$ cat config.mk
export PLATFORM = sky130hd
export DESIGN_NAME = sample_output_path
export DESIGN_NICKNAME = d
export VERILOG_FILES = /design/src/front_end_pkg.sv /design/src/sample_output_path.sv
export SDC_FILE = /design/constraint.sdc
export NUM_CORES = 1
export LEC_CHECK = 0
export BUFFER_PORTS_ARGS = -buffer_cell sky130_fd_sc_hd__buf_2
export CAP_MARGIN = 40
export CORE_MARGIN = 10
export CORE_UTILIZATION = 40
export DETAILED_ROUTE_END_ITERATION = 6
export PLACE_DENSITY = 0.67
export RECOVER_POWER = 100
export SLEW_MARGIN = 20
export SYNTH_ARGS = -nofsm -noshare
export SYNTH_HDL_FRONTEND = slang
export SYNTH_SLANG_ARGS = --single-unit
export TNS_END_PERCENT = 50
$ cat constraint.sdc
create_clock -name clock -period 6.6 [get_ports clock]
set_clock_uncertainty 0.15 [all_clocks]
set_input_delay 0.33 -clock clock [delete_from_list [all_inputs] [get_ports clock]]
set_output_delay 0.33 -clock clock [all_outputs]
set_load 0.05 [all_outputs]
$ cat src/front_end_pkg.sv
// Constants shared by the dual-channel sensor front-end sample and output path
// Notes on behaviour
// - Even and odd channels share one processing path, with separate held levels and offsets
// - Round wide gain result to 12 bits
// - Even and odd words alternate on bus
// - Mode pin low: sample-hold, high: double sampling
// - Clamp only with clamp control and active strobe
// - Black offset servo updates only in window
// - Black output clamped to twice the register target code
// - Register selects output launch delay, 0 or 3ns
// - Gain and polarities come from registers; mode comes from the pin unless the register override bit is set
// - Reset returns every register to default
package front_end_pkg;

    ////////////////////////////////////////////////////////////////////////////
    // Register byte addresses
    localparam logic [7:0] GAIN_ADDR         = 8'h00;
    localparam logic [7:0] BLACK_TARGET_ADDR = 8'h04;
    localparam logic [7:0] POLARITY_ADDR     = 8'h08;
    localparam logic [7:0] CONFIG_ADDR       = 8'h0C;
    localparam logic [7:0] STATUS_ADDR       = 8'h10;
    localparam logic [7:0] EVEN_OFFSET_ADDR  = 8'h14;
    localparam logic [7:0] ODD_OFFSET_ADDR   = 8'h18;

    ////////////////////////////////////////////////////////////////////////////
    // Field positions
    localparam int POL_REF_BIT      = 0;
    localparam int POL_DATA_BIT     = 1;
    localparam int POL_CLAMP_BIT    = 2;
    localparam int POL_WINDOW_BIT   = 3;
    localparam int CFG_DELAY_BIT    = 0;
    localparam int CFG_OVERRIDE_BIT = 1;
    localparam int CFG_MODE_BIT     = 2;

    ////////////////////////////////////////////////////////////////////////////
    // Reset values
    localparam logic [9:0] GAIN_RESET         = 10'h040;
    localparam logic [7:0] BLACK_TARGET_RESET = 8'h50;
    localparam logic [3:0] POLARITY_RESET     = 4'h0;
    localparam logic [2:0] CONFIG_RESET       = 3'h0;

    ////////////////////////////////////////////////////////////////////////////
    // Data path shape and timing
    localparam int ADC_WIDTH     = 14;
    localparam int OUT_WIDTH     = 12;
    localparam int GAIN_WIDTH    = 10;
    localparam int GAIN_FRAC     = 6;
    localparam int ROUND_SHIFT   = GAIN_FRAC + ADC_WIDTH - OUT_WIDTH;
    localparam int OFFSET_WIDTH  = 12;
    localparam int DATA_LATENCY  = 9;
    localparam int ARITH_STAGES  = 4;
    localparam int PIXEL_RATE_MHZ = 30;
    localparam int CLOCK_MHZ     = 125;

endpackage : front_end_pkg

$ cat src/sample_output_path.sv
// Sample capture, gain, rounding, black-level servo and interleaved output of both channels
`timescale 1ns/1ns
module sample_output_path
#(
    parameter int ADC_BITS    = front_end_pkg::ADC_WIDTH,
    parameter int OUT_BITS    = front_end_pkg::OUT_WIDTH,
    parameter int LATENCY     = front_end_pkg::DATA_LATENCY
)
(
    input  wire logic                clock,
    input  wire logic                rst_n,
    input  wire logic                psel,
    input  wire logic                penable,
    input  wire logic                pwrite,
    input  wire logic [7:0]          paddr,
    input  wire logic [31:0]         pwdata,
    output logic      [31:0]         prdata,
    output logic                     pready,
    output logic                     pslverr,
    input  wire logic                referenceSampleStrobe,
    input  wire logic                dataSampleStrobe,
    input  wire logic                samplerModeSelect,
    input  wire logic                dummyPixelClamp_n,
    input  wire logic                blackPixelWindow,
    input  wire logic [ADC_BITS-1:0] adcEven,
    input  wire logic [ADC_BITS-1:0] adcOdd,
    output logic      [OUT_BITS-1:0] pixelData,
    output logic                     pixelValid,
    output logic                     pixelOdd,
    output logic                     inputClampEnable,
    output logic                     launchDelaySelect
);
    import front_end_pkg::*;

    localparam int DIFF_BITS = ADC_BITS + 1;
    localparam int PROD_BITS = DIFF_BITS + GAIN_WIDTH + 1;
    localparam int TAIL      = LATENCY - ARITH_STAGES;

    ////////////////////////////////////////////////////////////////////////////
    // Registers
    logic [GAIN_WIDTH-1:0] gain;
    logic [7:0]            blackTarget;
    logic [3:0]            polarity;
    logic [2:0]            control;

    logic signed [OFFSET_WIDTH-1:0] offset [2];

    logic setupRead;
    logic accessNow;
    assign accessNow = psel && penable && !pready;

    // Second access cycle completes the transfer so pready can come from a flop
    always_ff @(posedge clock)
    begin
        if (!rst_n)
            pready <= 1'b0;
        else
            pready <= accessNow;
    end

    always_ff @(posedge clock)
    begin
        if (!rst_n)
        begin
            gain        <= GAIN_RESET;
            blackTarget <= BLACK_TARGET_RESET;
            polarity    <= POLARITY_RESET;
            control     <= CONFIG_RESET;
        end
        else if (accessNow && pwrite)
        begin
            if (paddr == GAIN_ADDR)
                gain <= pwdata[GAIN_WIDTH-1:0];
            else if (paddr == BLACK_TARGET_ADDR)
                blackTarget <= pwdata[7:0];
            else if (paddr == POLARITY_ADDR)
                polarity <= pwdata[3:0];
            else if (paddr == CONFIG_ADDR)
                control <= pwdata[2:0];
        end
    end

    logic activeModeDouble;
    logic [31:0] next_prdata;
    logic        next_slverr;

    always_comb
    begin
        next_prdata = 32'h00000000;
        next_slverr = 1'b0;
        if (paddr == GAIN_ADDR)
            next_prdata[GAIN_WIDTH-1:0] = gain;
        else if (paddr == BLACK_TARGET_ADDR)
            next_prdata[7:0] = blackTarget;
        else if (paddr == POLARITY_ADDR)
            next_prdata[3:0] = polarity;
        else if (paddr == CONFIG_ADDR)
            next_prdata[2:0] = control;
        else if (paddr == STATUS_ADDR)
            next_prdata[2:0] = {inputClampEnable, pixelOdd, activeModeDouble};
        else if (paddr == EVEN_OFFSET_ADDR)
            next_prdata = {{(32-OFFSET_WIDTH){offset[0][OFFSET_WIDTH-1]}}, offset[0]};
        else if (paddr == ODD_OFFSET_ADDR)
            next_prdata = {{(32-OFFSET_WIDTH){offset[1][OFFSET_WIDTH-1]}}, offset[1]};
        else
            next_slverr = 1'b1;
    end

    assign setupRead = accessNow && !pwrite;

    always_ff @(posedge clock)
    begin
        if (!rst_n)
        begin
            prdata  <= 32'h00000000;
            pslverr <= 1'b0;
        end
        else
        begin
            prdata  <= setupRead ? next_prdata : 32'h00000000;
            pslverr <= accessNow && next_slverr;
        end
    end

    ////////////////////////////////////////////////////////////////////////////
    // Pin synchronisers; polarity applied only after the second flop
    logic [3:0] pinMeta;
    logic [3:0] pinSync;
    logic [3:0] pinLevel;
    logic       modeMeta;
    logic       modeSync;

    always_ff @(posedge clock)
    begin
        if (!rst_n)
        begin
            pinMeta  <= 4'h0;
            pinSync  <= 4'h0;
            modeMeta <= 1'b0;
            modeSync <= 1'b0;
        end
        else
        begin
            pinMeta  <= {blackPixelWindow, dummyPixelClamp_n, dataSampleStrobe, referenceSampleStrobe};
            pinSync  <= pinMeta;
            modeMeta <= samplerModeSelect;
            modeSync <= modeMeta;
        end
    end

    // Clamp pin is active low by default, so its sense flips after polarity
    assign pinLevel = (pinSync ^ polarity) ^ 4'h4;

    logic refLevel;
    logic dataLevel;
    logic clampLevel;
    logic windowLevel;
    assign refLevel    = pinLevel[POL_REF_BIT];
    assign dataLevel   = pinLevel[POL_DATA_BIT];
    assign clampLevel  = pinLevel[POL_CLAMP_BIT];
    assign windowLevel = pinLevel[POL_WINDOW_BIT];

    // Register override wins over the mode pin when enabled
    assign activeModeDouble = control[CFG_OVERRIDE_BIT] ? control[CFG_MODE_BIT] : modeSync;

    logic refLast;
    logic dataLast;
    logic refEdge;
    logic dataEdge;

    always_ff @(posedge clock)
    begin
        if (!rst_n)
        begin
            refLast  <= 1'b0;
            dataLast <= 1'b0;
        end
        else
        begin
            refLast  <= refLevel;
            dataLast <= dataLevel;
        end
    end

    assign refEdge  = refLevel && !refLast;
    assign dataEdge = dataLevel && !dataLast;

    ////////////////////////////////////////////////////////////////////////////
    // Clamp gating: clamp control and the mode's active strobe together
    logic activeStrobe;
    assign activeStrobe = activeModeDouble ? refLevel : dataLevel;

    always_ff @(posedge clock)
    begin
        if (!rst_n)
            inputClampEnable <= 1'b0;
        else
            inputClampEnable <= clampLevel && activeStrobe;
    end

    always_ff @(posedge clock)
    begin
        if (!rst_n)
            launchDelaySelect <= 1'b0;
        else
            launchDelaySelect <= control[CFG_DELAY_BIT];
    end

    ////////////////////////////////////////////////////////////////////////////
    // Sample capture; pixels alternate even then odd on each data strobe
    logic                channel;
    logic [ADC_BITS-1:0] refSample [2];
    logic [ADC_BITS-1:0] clampHeld [2];
    logic [ADC_BITS-1:0] adcNow;
    assign adcNow = channel ? adcOdd : adcEven;

    always_ff @(posedge clock)
    begin
        if (!rst_n)
            channel <= 1'b0;
        else if (dataEdge)
            channel <= !channel;
    end

    always_ff @(posedge clock)
    begin
        if (!rst_n)
        begin
            refSample[0] <= '0;
            refSample[1] <= '0;
        end
        else if (refEdge)
            refSample[channel] <= adcNow;
    end

    // Sample-hold reference is the level seen while the input is clamped
    always_ff @(posedge clock)
    begin
        if (!rst_n)
        begin
            clampHeld[0] <= '0;
            clampHeld[1] <= '0;
        end
        else if (dataEdge && clampLevel && !activeModeDouble)
            clampHeld[channel] <= adcNow;
    end

    logic                         s1Valid;
    logic                         s1Odd;
    logic                         s1Window;
    logic signed [DIFF_BITS-1:0]  s1Diff;
    logic [ADC_BITS-1:0]          baseLevel;
    assign baseLevel = activeModeDouble ? refSample[channel] : clampHeld[channel];

    // Signal level falls below the reference, so reference minus data is positive
    always_ff @(posedge clock)
    begin
        if (!rst_n)
        begin
            s1Valid  <= 1'b0;
            s1Odd    <= 1'b0;
            s1Window <= 1'b0;
            s1Diff   <= '0;
        end
        else
        begin
            s1Valid  <= dataEdge;
            s1Odd    <= channel;
            s1Window <= windowLevel;
            s1Diff   <= $signed({1'b0, baseLevel}) - $signed({1'b0, adcNow});
        end
    end

    ////////////////////////////////////////////////////////////////////////////
    // Offset subtraction and per-channel black-level servo
    logic                        s2Valid;
    logic                        s2Odd;
    logic signed [DIFF_BITS-1:0] s2Corr;
    logic signed [DIFF_BITS-1:0] corrNow;
    assign corrNow = s1Diff - DIFF_BITS'(offset[s1Odd]);

    always_ff @(posedge clock)
    begin
        if (!rst_n)
        begin
            s2Valid <= 1'b0;
            s2Odd   <= 1'b0;
            s2Corr  <= '0;
        end
        else
        begin
            s2Valid <= s1Valid;
            s2Odd   <= s1Odd;
            s2Corr  <= corrNow;
        end
    end

    // One step per black pixel keeps the servo slow and noise tolerant
    always_ff @(posedge clock)
    begin
        if (!rst_n)
        begin
            offset[0] <= '0;
            offset[1] <= '0;
        end
        else if (s1Valid && s1Window)
        begin
            if (corrNow > 0 && offset[s1Odd] != {1'b0, {(OFFSET_WIDTH-1){1'b1}}})
                offset[s1Odd] <= offset[s1Odd] + 1'b1;
            else if (corrNow < 0 && offset[s1Odd] != {1'b1, {(OFFSET_WIDTH-1){1'b0}}})
                offset[s1Odd] <= offset[s1Odd] - 1'b1;
        end
    end

    ////////////////////////////////////////////////////////////////////////////
    // Gain, rounding, target code and saturation
    logic                        s3Valid;
    logic                        s3Odd;
    logic signed [PROD_BITS-1:0] s3Prod;

    always_ff @(posedge clock)
    begin
        if (!rst_n)
        begin
            s3Valid <= 1'b0;
            s3Odd   <= 1'b0;
            s3Prod  <= '0;
        end
        else
        begin
            s3Valid <= s2Valid;
            s3Odd   <= s2Odd;
            // Operands widened first so the product is not cut to the operand width
            s3Prod  <= PROD_BITS'(s2Corr) * PROD_BITS'($signed({1'b0, gain}));
        end
    end

    logic signed [PROD_BITS-1:0] rounded;
    logic signed [PROD_BITS-1:0] withTarget;
    assign rounded    = (s3Prod + PROD_BITS'(1 << (ROUND_SHIFT - 1))) >>> ROUND_SHIFT;
    assign withTarget = rounded + PROD_BITS'({blackTarget, 1'b0});

    logic                s4Valid;
    logic                s4Odd;
    logic [OUT_BITS-1:0] s4Word;

    always_ff @(posedge clock)
    begin
        if (!rst_n)
        begin
            s4Valid <= 1'b0;
            s4Odd   <= 1'b0;
            s4Word  <= '0;
        end
        else
        begin
            s4Valid <= s3Valid;
            s4Odd   <= s3Odd;
            if (withTarget < 0)
                s4Word <= '0;
            else if (withTarget > PROD_BITS'({OUT_BITS{1'b1}}))
                s4Word <= {OUT_BITS{1'b1}};
            else
                s4Word <= withTarget[OUT_BITS-1:0];
        end
    end

    ////////////////////////////////////////////////////////////////////////////
    // Delay line pads the path to the fixed latency
    logic [OUT_BITS+1:0] tail [TAIL];

    always_ff @(posedge clock)
    begin
        if (!rst_n)
        begin
            for (int i = 0; i < TAIL; i++)
                tail[i] <= '0;
        end
        else
        begin
            tail[0] <= {s4Valid, s4Odd, s4Word};
            for (int i = 1; i < TAIL; i++)
                tail[i] <= tail[i-1];
        end
    end

    // Outputs hold the last word between pixels
    always_ff @(posedge clock)
    begin
        if (!rst_n)
        begin
            pixelData  <= '0;
            pixelOdd   <= 1'b0;
            pixelValid <= 1'b0;
        end
        else
        begin
            pixelValid <= tail[TAIL-1][OUT_BITS+1];
            if (tail[TAIL-1][OUT_BITS+1])
            begin
                pixelData <= tail[TAIL-1][OUT_BITS-1:0];
                pixelOdd  <= tail[TAIL-1][OUT_BITS];
            end
        end
    end

endmodule : sample_output_path

==> results of run 1 <==
-- critical path: stages, from the launching register on --
cell and delay [ns]:
dfxtp_1 0.62, buf_4 0.25, nand2_1 0.07, fa_1 0.47, fa_1 0.52, inv_1 0.05, fa_1 0.48, fa_1 0.54
inv_1 0.05, fa_1 0.53, inv_1 0.04, ha_1 0.30, inv_1 0.12, o22ai_1 0.10, a211o_1 0.30, a41oi_1 0.21
clkbuf_1 0.30, o31a_1 0.27, o31a_1 0.23, nor2b_1 0.18, mux2i_1 0.21
-- stage by stage --
| stage | hold WS [ns] | power, mW |
|---|---|---|
| after floorplan | 0.262 | 2.75 |
| final | 0.0604 | 4.56 |
| after global routing | 0.0906 | 4.80 |
| after global placement | 0.263 | 2.99 |
| after detailed placement | 0.267 | 3.01 |
| after CTS | 0.0207 | 4.59 |
-- metal layers --
layer	GRT usage (%)	share of wire, %	wire, µm
met1	20.0	44	18800
met2	25.9	48	20300
met3	2.15	5.9	2520
met4	2.88	1.9	828
met5	0	0	0
-- synthesized netlist by cell type, types with 22 or more instances --
library cell / instances / area, µm²
and2_1: 224 / 1400
dfxtp_1: 210 / 4200
inv_1: 207 / 777
fa_1: 140 / 2800
nor2_1: 137 / 514
nand2_1: 126 / 473
ha_1: 103 / 1290
edfxtp_1: 80 / 2400
clkbuf_1: 65 / 244
mux2i_1: 64 / 641
a21oi_1: 47 / 235
o21ai_0: 39 / 195
xnor2_1: 39 / 342
xor2_1: 28 / 245
nor3_1: 25 / 125
and3_1: 24 / 150
nand3_1: 22 / 110
-- worst paths after layout --
path               start          end  slack [ns]  cells after the start
min reg2reg  tail[0][27]  tail[0][41]        0.28                      1
min             paddr[4]    prdata[3]        0.06                      4
max reg2reg      gain[2]   s3Prod[24]        0.51                     20
max              gain[2]   s3Prod[24]        0.51                     20
-- flip-flops by register name, indices dropped and copies added, names as in the netlist, 8 cells and up, named ones only --
name and count:
prdata 12, offset 24, pixelData 12, s3Prod 19
gain 10, s2Corr 15, clampHeld 28, blackTarget 8
refSample 28, s4Word 12, tail 70, s1Diff 15
-- layout make-up --
cell class                      count  area (µm²)  area share, %
Sequential cell                   290        6610           31.9
Antenna cell                        1        2.50         0.0121
Timing Repair Buffer              180        1090           5.28
Inverter                          208         781           3.77
Clock buffer                       35         747           3.61
Multi-Input combinational cell   1263       10600           51.1
Tap cell                          600         751           3.63
Clock inverter                     14         138          0.665
-- power groups by stage --
stage          clock (mW)  sequential [mW]  combinational (mW)
4_1_cts              1.60             2.11               0.883
6_report             1.56             2.12               0.877
5_1_grt              1.68             2.13               0.992
3_3_place_gp            0             2.15               0.842
3_5_place_dp            0             2.15               0.857
2_1_floorplan           0             2.04               0.715
-- logic make-up (layout without fill, tap and decap cells) --
kind of cell / after synthesis / in the layout / share of synthesized area (%)
adder cells (fa/ha/maj): 243 / 243 / 22.2
multiplexers: 82 / 82 / 5.49
flip-flops: 290 / 290 / 35.8
other: 0 / 1 / 0
AND/OR/NAND/NOR: 665 / 665 / 18.9
AO/OA/AOI/OAI: 206 / 206 / 7.57
XOR/XNOR: 67 / 67 / 3.18
buffers and inverters: 306 / 437 / 6.82
==> impl_metrics.yaml, run 1 <==
run_status:
  status: "finished with violations"
  violations: "design-rule violations, max-capacitance violations, max-slew violations"
setup_path:
  crit_type: "flop to flop"
  arrival_ns: 6.41
  cp_data_required_time_ns: 6.91
  crit_path_max_fanout: 11
  end_kind: "flop"
  start_kind: "flop"
power:
  peakVddDrop_mv: 0.174
  p_switching_mw: 1.34
  clkPwrFrac_pct: 34.3
  sequentialPowerShare_pct: 46.4
  internal-power_mw: 3.22
  cellLeakagePower_nw: 9.01
  p_sw_share_pct: 29.4
  pwr-share-comb_pct: 19.2
  power_density_mw_per_mm2: 220
timing:
  rsz0062_at_grt: "false"
  fin_crit_sh_pct: 92.3
  max_freq_ghz: 0.164
  fin_ws_ns: 0.506
  setup_viol: 0
  finalHoldViolations: 0
  slew_headroom_pct: -76.3
  slew_viol_final: 208
  tns_ns: 0
  fin_crit_ns: 6.09
  worstMarginPinSlew_ns: 2.64
finish:
  layout-drive-gt1-share_pct: 6.98
  final_cell_mix: "210 x dfxtp_1, 209 x inv_1, 156 x and2_1"
  fin_cells: 2591
  nets: 2291
  layout_commonest_cell: "dfxtp_1"
  area_delta_synth_final_pct: 12.2
  utilization_pct: 45.5
  final_area_mm2: 0.0207
  nFillCells: 4321
drt:
  vias: 13400
  via_per_inst: 5.18
  drt_iter0_drc: 789
  drt_pass1_iterations: 7
  drc: 1
  wl_per_cell_um: 16.4
  drt-total-wl_um: 42500
  ant_nets: 0
die:
  core_mm2: 0.0455
  placementRows: 78
  start_util_pct: 40.6
  die_h_um: 235
  die_w_um: 235
  die-area_mm2: 0.0551
  pin_count: 128
cts:
  ctsHoldBuffers: 45
  cts_tree: "built"
  post_cts_buffers: 0
  cts_repair_resize_count: 0
  cts_buffers: 27
  cts.sinks: 290
  clockBufferDepth: 3
  path_clk_slew_ns: 0.07
  cts_max_level: 1
  clkLatencyLatePin_ns: 0.55
  cts_root_buffer: "clkbuf_16"
worst_hold_path:
  hold_path_class: "primary input to flop"
synthesis:
  synth_edf_count: 80
  syn_avg_cell_area_um2: 9.92
  synthFlopType: "dfxtp_1"
  async_flop_share_pct: 0
  synth_cell_types: 73
  ys_seq_area_share_pct: 35.8
  synth_warnings: 0
  synth_nets: 2180
  syn_inst: 1859
  ys_ff_latch: 290
  synth_area_mm2: 0.0184
placed_design:
  routabilityCongestion: 0.900
  io_buffers: 105
  place_inst: 2492
  pre_cts_ws_ns: 0.685
  placed_area_mm2: 0.0195
  dp.final_hpwl_um: 32000
grt:
  grt_max_degree: 76
  grt-ovfl-total: 0
  antenna_found_initial: 1
  grt_pass1_wl_um: 70100
  grt_pass1_vias: 13600
  grt_usage_pct: 15.1
job:
  maxCapViolations: 4
Note: power is estimated with default switching activity, not from simulation.
==> run 2, diff against run 1 <==
--- a/config.mk
+++ b/config.mk
@@ -7,6 +7,7 @@
 export LEC_CHECK = 0
 export BUFFER_PORTS_ARGS = -buffer_cell sky130_fd_sc_hd__buf_2
 export CAP_MARGIN = 40
+export CORE_ASPECT_RATIO = 0.8
 export CORE_MARGIN = 10
 export CORE_UTILIZATION = 40
 export DETAILED_ROUTE_END_ITERATION = 6
==> run 2 against run 1 <==
Compared with the run above: critical path depth is 1 lower; largest cell class unchanged; the flow finishes with violations (max-capacitance violations, max-slew violations); total power is 2.9% higher; combinational power is 0.7% lower; clock power is 10% higher; design area is 0.77% higher.
==> impl_metrics.yaml, run 2 (same netlist as run 1, synthesis figures left out) <==
run_status:
  status: "finished with violations"
  violations: "max-capacitance violations, max-slew violations"
setup_path:
  path_buf_inv: 2
  reg2reg_from: "offset[0][0]"
  crit_type: "flop to flop"
  arrival_ns: 6.32
  r2r_slack_ns: 0.45
  cp.depth: 19
  reg2reg_to: "offset[1][10]"
  crit_path_max_fanout: 10
  slowest_delay_ns: 0.68
  end_kind: "flop"
  cp_data_required_time_ns: 6.77
  cp_cell_sequence: "mux2i_1 -> inv_1 -> ha_1 -> fa_1 -> nand2b_1 -> a211o_1 -> a41o_1 -> o211a_1 -> or4_1 -> inv_1 -> ha_1 -> nor2b_1 -> o21ai_0 -> a21oi_1 -> o21a_1 -> o211a_1 -> o2111a_1 -> a311oi_1 -> nor2_1"
  start_kind: "flop"
  reg2reg_depth: 19
  critical_path.top_delay_family: "compound AO/OA/AOI/OAI gates"
  slowest_stage: "or4_1"
finish:
  num_antenna_cells: 0
  utilization_pct: 45.7
  top_register: "tail"
  largest_reg_flops: 70
  area_delta_synth_final_pct: 13.1
  fin_cells: 2607
  final_area_mm2: 0.0209
  layout-drive-gt1-share_pct: 7.27
  nets: 2294
  largestRegisters: "tail: 70 flops, clampHeld: 28 flops, refSample: 28 flops"
  final_cell_mix: "210 x dfxtp_1, 208 x inv_1, 144 x and2_1"
  layout_commonest_cell: "dfxtp_1"
timing:
  finalHoldViolations: 0
  worstMarginPinSlew_ns: 2.43
  rsz0062_at_grt: "false"
  fin_crit_ns: 6.15
  tns_ns: 0
  slew_viol_final: 198
  slew_headroom_pct: -62.2
  max_freq_ghz: 0.163
  fin_crit_sh_pct: 93.2
  fin_ws_ns: 0.449
  setup_viol: 0
die:
  die-area_mm2: 0.0551
  pin_count: 128
  placementRows: 70
  start_util_pct: 40.4
  die_w_um: 260
  die_h_um: 212
  core_mm2: 0.0456
worst_hold_path:
  hold_path_class: "primary input to flop"
  hold_start: "paddr[4]"
  hold_depth: 4
  whs_endpoint: "prdata[3]"
drt:
  drt_pass1_iterations: 5
  via_per_inst: 5.05
  drc: 0
  drt_iter0_drc: 808
  drt-met1-wl_um: 19200
  route.met3.wl_um: 3140
  wl_met2_um: 19700
  vias: 13200
  ant_nets: 0
  highest_layer: "met4"
  wl_per_cell_um: 16.5
  drt-total-wl_um: 43100
power:
  cellLeakagePower_nw: 9.07
  peakVddDrop_mv: 0.217
  power_density_mw_per_mm2: 225
placed_design:
  dp.final_hpwl_um: 32800
  routabilityCongestion: 0.898
  io_buffers: 105
  pre_cts_ws_ns: 0.566
  placed_area_mm2: 0.0195
  place_inst: 2505
job:
  maxCapViolations: 4
grt:
  antenna_found_initial: 0
  grt_usage_pct: 15.6
  grt_max_degree: 82
  grt_pass1_vias: 13500
  grt-ovfl-total: 0
  grt_pass1_wl_um: 70400
cts:
  cts_root_buffer: "clkbuf_16"
  clkLatencyLatePin_ns: 0.59
  cts_buffers: 28
  cts_tree: "built"
  clockBufferDepth: 3
  path_clk_slew_ns: 0.07
  cts.sinks: 290
  cts_max_level: 1
run 2: cell types whose count changed in the layout (fill, tap and decap cells not counted), moves of 2 or more:
cell and change:
clkbuf_8 -2, clkbuf_16 +6, and2_0 +12, and2_1 -12
inv_6 +2, clkbuf_1 -2
run 2: worst max path at each step:
stage / slack, ns / start / endpoint
6_report: 0.45 / offset[0][0] / offset[1][10]
4_1_cts: 0.52 / offset[0][0] / offset[1][10]
5_1_grt: 0.08 / offset[0][0] / offset[1][10]
3_5_place_dp: 0.57 / offset[0][0] / offset[1][10]
2_1_floorplan: 0.92 / flop / offset[0][10]
3_3_place_gp: 0.72 / offset[1][0] / offset[1][10]
run 2: power breakdown:
group / total [mW] / internal [mW] / switching, mW
clock network: 1.72 / 0.976 / 0.741
logic: 0.871 / 0.373 / 0.497
registers: 2.10 / 1.96 / 0.141
run 2: tightest hold or removal path, delay by kind of cell:
| kind | cells | cell delay (ns) |
|---|---|---|
| compound gates | 2 | 0.17 |
| buf+inv | 1 | 0.13 |
| simple gates | 1 | 0.08 |
run 2: layout make-up:
class / instances / area [µm²]
inverter: 208 / 781
clock buffer: 36 / 857
sequential: 290 / 6610
fill: 4257 / 24800
tap: 612 / 766
clock inverter: 16 / 166
multi-input combinational: 1263 / 10600
timing repair buffer: 182 / 1110
run 2: metal layers:
metal	vias up	GRT usage (%)
met2	389	25.6
met1	6297	20.8
met5	-	0
met3	73	3.16
li1	6394	-
met4	0	3.88
run 2: repair_timing:
| item | CTS | global route |
|---|---|---|
| gates resized for setup | 0 | 0 |
| hold endpoints to repair | 89 | 0 |
| hold buffers | 46 | 0 |
| setup buffers | 0 | 0 |
run 2: stage by stage:
| step | hold WS (ns) | total power, mW |
|---|---|---|
| 2_1_floorplan | 0.262 | 2.75 |
| 3_3_place_gp | 0.263 | 2.97 |
| 3_5_place_dp | 0.268 | 2.99 |
| 4_1_cts | 0.00451 | 4.73 |
| 5_1_grt | 0.0266 | 4.94 |
| 6_report | 0.0219 | 4.69 |
==> run 3, diff against run 2 <==
--- a/config.mk
+++ b/config.mk
@@ -11,7 +11,8 @@
 export CORE_MARGIN = 10
 export CORE_UTILIZATION = 40
 export DETAILED_ROUTE_END_ITERATION = 6
-export PLACE_DENSITY = 0.67
+export GPL_TIMING_DRIVEN = 0
+export PLACE_DENSITY_LB_ADDON = 0.08
 export RECOVER_POWER = 100
 export SLEW_MARGIN = 20
 export SYNTH_ARGS = -nofsm -noshare
==> run 3 against run 2 <==
Compared with the run above: the flow now finishes without violations; worst hold slack gained 0.017 ns; non-clock buffer count grew 80; register-to-register slack lost 0.09 ns; critical endpoint is now s3Prod[24]; setup slack lost 0.095 ns; via count grew 3.1%; largest cell class unchanged; first-iteration DRC count grew 25%; count of clock-buffer cells in the layout grew 8; combinational power grew 17%; total power grew 6.5%.
==> impl_metrics.yaml, run 3 (same netlist as run 1, synthesis figures left out) <==
run_status:
  status: "completed"
cts:
  post_cts_buffers: 0
  clockBufferDepth: 3
  clkLatencyLatePin_ns: 0.59
  cts_root_buffer: "clkbuf_16"
  cts_buffers: 31
  cts.sinks: 290
  cts_max_level: 1
  path_clk_slew_ns: 0.06
  cts_tree: "built"
placed_design:
  routabilityCongestion: 0.876
  pre_cts_ws_ns: -0.142
  dp.final_hpwl_um: 39400
  io_buffers: 105
die:
  die_w_um: 260
  pin_count: 128
  start_util_pct: 40.4
  placementRows: 70
  die_h_um: 212
  die-area_mm2: 0.0551
  core_mm2: 0.0456
setup_path:
  path_buf_inv: 4
  arrival_ns: 6.57
  crit_path_max_fanout: 10
  crit_type: "flop to flop"
  slowest_delay_ns: 0.60
  cp_cell_sequence: "clkbuf_2 -> nand2_1 -> fa_1 -> fa_1 -> fa_1 -> inv_1 -> fa_1 -> inv_1 -> fa_1 -> inv_1 -> ha_1 -> a21oi_1 -> o22ai_1 -> a211o_1 -> a41oi_2 -> o31a_1 -> o31a_1 -> nor2b_1 -> mux2i_1"
  end_kind: "flop"
  crit_top_cell: "fa_1"
  cp_data_required_time_ns: 6.92
  start_kind: "flop"
  r2r_slack_ns: 0.35
  critical_path.top_delay_family: "adder cells"
  slowest_stage: "fa_1"
power:
  power_density_mw_per_mm2: 233
  cellLeakagePower_nw: 9.33
  peakVddDrop_mv: 0.210
finish:
  largestRegisters: "tail: 70 flops, clampHeld: 28 flops, refSample: 28 flops"
  final_cell_mix: "207 x inv_1, 203 x dfxtp_1, 153 x and2_1"
  top_register: "tail"
  layout_commonest_cell: "inv_1"
  num_antenna_cells: 0
  area_delta_synth_final_pct: 16.0
  nets: 2377
  utilization_pct: 46.9
  layout-drive-gt1-share_pct: 8.55
  nFillCells: 4346
  largest_reg_flops: 70
grt:
  grt_pass1_wl_um: 80300
  antenna_found_initial: 0
  grt_usage_pct: 18.5
  grt-ovfl-total: 0
  grt_max_degree: 22
  grt_pass1_vias: 13900
drt:
  wl_per_cell_um: 18.7
  wl_met2_um: 21800
  drt_pass1_iterations: 6
  highest_layer: "met4"
  drt-total-wl_um: 50400
  drc: 0
  drt-met1-wl_um: 25200
  ant_nets: 0
  vias: 13600
  drt_iter0_drc: 1010
  route.met3.wl_um: 2680
  via_per_inst: 5.03
timing:
  finalHoldViolations: 0
  fin_ws_ns: 0.354
  slew_headroom_pct: 10.4
  rsz0062_at_grt: "false"
  worstMarginPinSlew_ns: 1.32
  fin_crit_ns: 6.25
  hold_slack_ns: 0.0385
  slew_viol_final: 0
  max_freq_ghz: 0.160
  fin_crit_sh_pct: 94.6
  setup_viol: 0
job:
  maxCapViolations: 0
worst_hold_path:
  hold_path_class: "primary input to flop"
-- run 3: cell type report --
type | count | area, µm² | share of cell area, %
clock buffers | 44 | 958 | 4.48
plain buffers | 98 | 478 | 2.23
multi-input cells | 1263 | 10600 | 49.4
flip-flops and latches | 290 | 6620 | 30.9
repair buffers | 164 | 1010 | 4.72
well taps | 612 | 766 | 3.58
inverters | 208 | 781 | 3.65
clock inverters | 14 | 213 | 0.994
-- run 3: worst reg2reg max path, stage by stage (launching register included) --
cell and delay [ns]:
dfxtp_2 0.49, clkbuf_2 0.32, nand2_1 0.12, fa_1 0.60
fa_1 0.44, fa_1 0.49, inv_1 0.06, fa_1 0.52
inv_1 0.05, fa_1 0.52, inv_1 0.04, ha_1 0.34
a21oi_1 0.16, o22ai_1 0.09, a211o_1 0.33, a41oi_2 0.33
o31a_1 0.37, o31a_1 0.26, nor2b_1 0.18, mux2i_1 0.29
-- run 3: metal layers --
layer  global-route usage (%)  up-vias
met2                     28.4      337
met5                        0        -
met4                     3.52        0
li1                         -     6574
met3                     2.92       55
met1                     27.1     6590
-- run 3: final timing paths --
check	endpoint	depth (start not counted)	start
worst max-delay path	s3Prod[24]	19	gain[4]
worst min register to register	s4Odd	1	s3Odd
worst max register to register	s3Prod[24]	19	gain[4]
worst min-delay path	prdata[3]	5	paddr[5]
-- run 3: through the flow --
step,cells,cell area (µm²),TNS [ns],power [mW]
floorplan,1859,18400,0,2.75
global placement,2576,19700,-0.0785,3.05
detailed placement,2584,19800,-0.148,3.07
global route,2693,21400,0,5.26
CTS,2689,21500,0,5.05
finish,2693,21400,0,5.00
-- run 3: repair_timing --
item                                    CTS  global route
endpoints found under the setup margin    3            12
gates cloned                              0             0
gates resized for setup                   6            14
hold buffers                             47             0
endpoints found under the hold margin    90             0
-- run 3: report_power, final --
part | switching [mW] | total, mW | internal, mW | leakage (nW)
clock | 0.746 | 1.95 | 1.21 | 0.572
combinational | 0.630 | 1.02 | 0.391 | 6.22
sequential | 0.0586 | 2.02 | 1.96 | 2.55
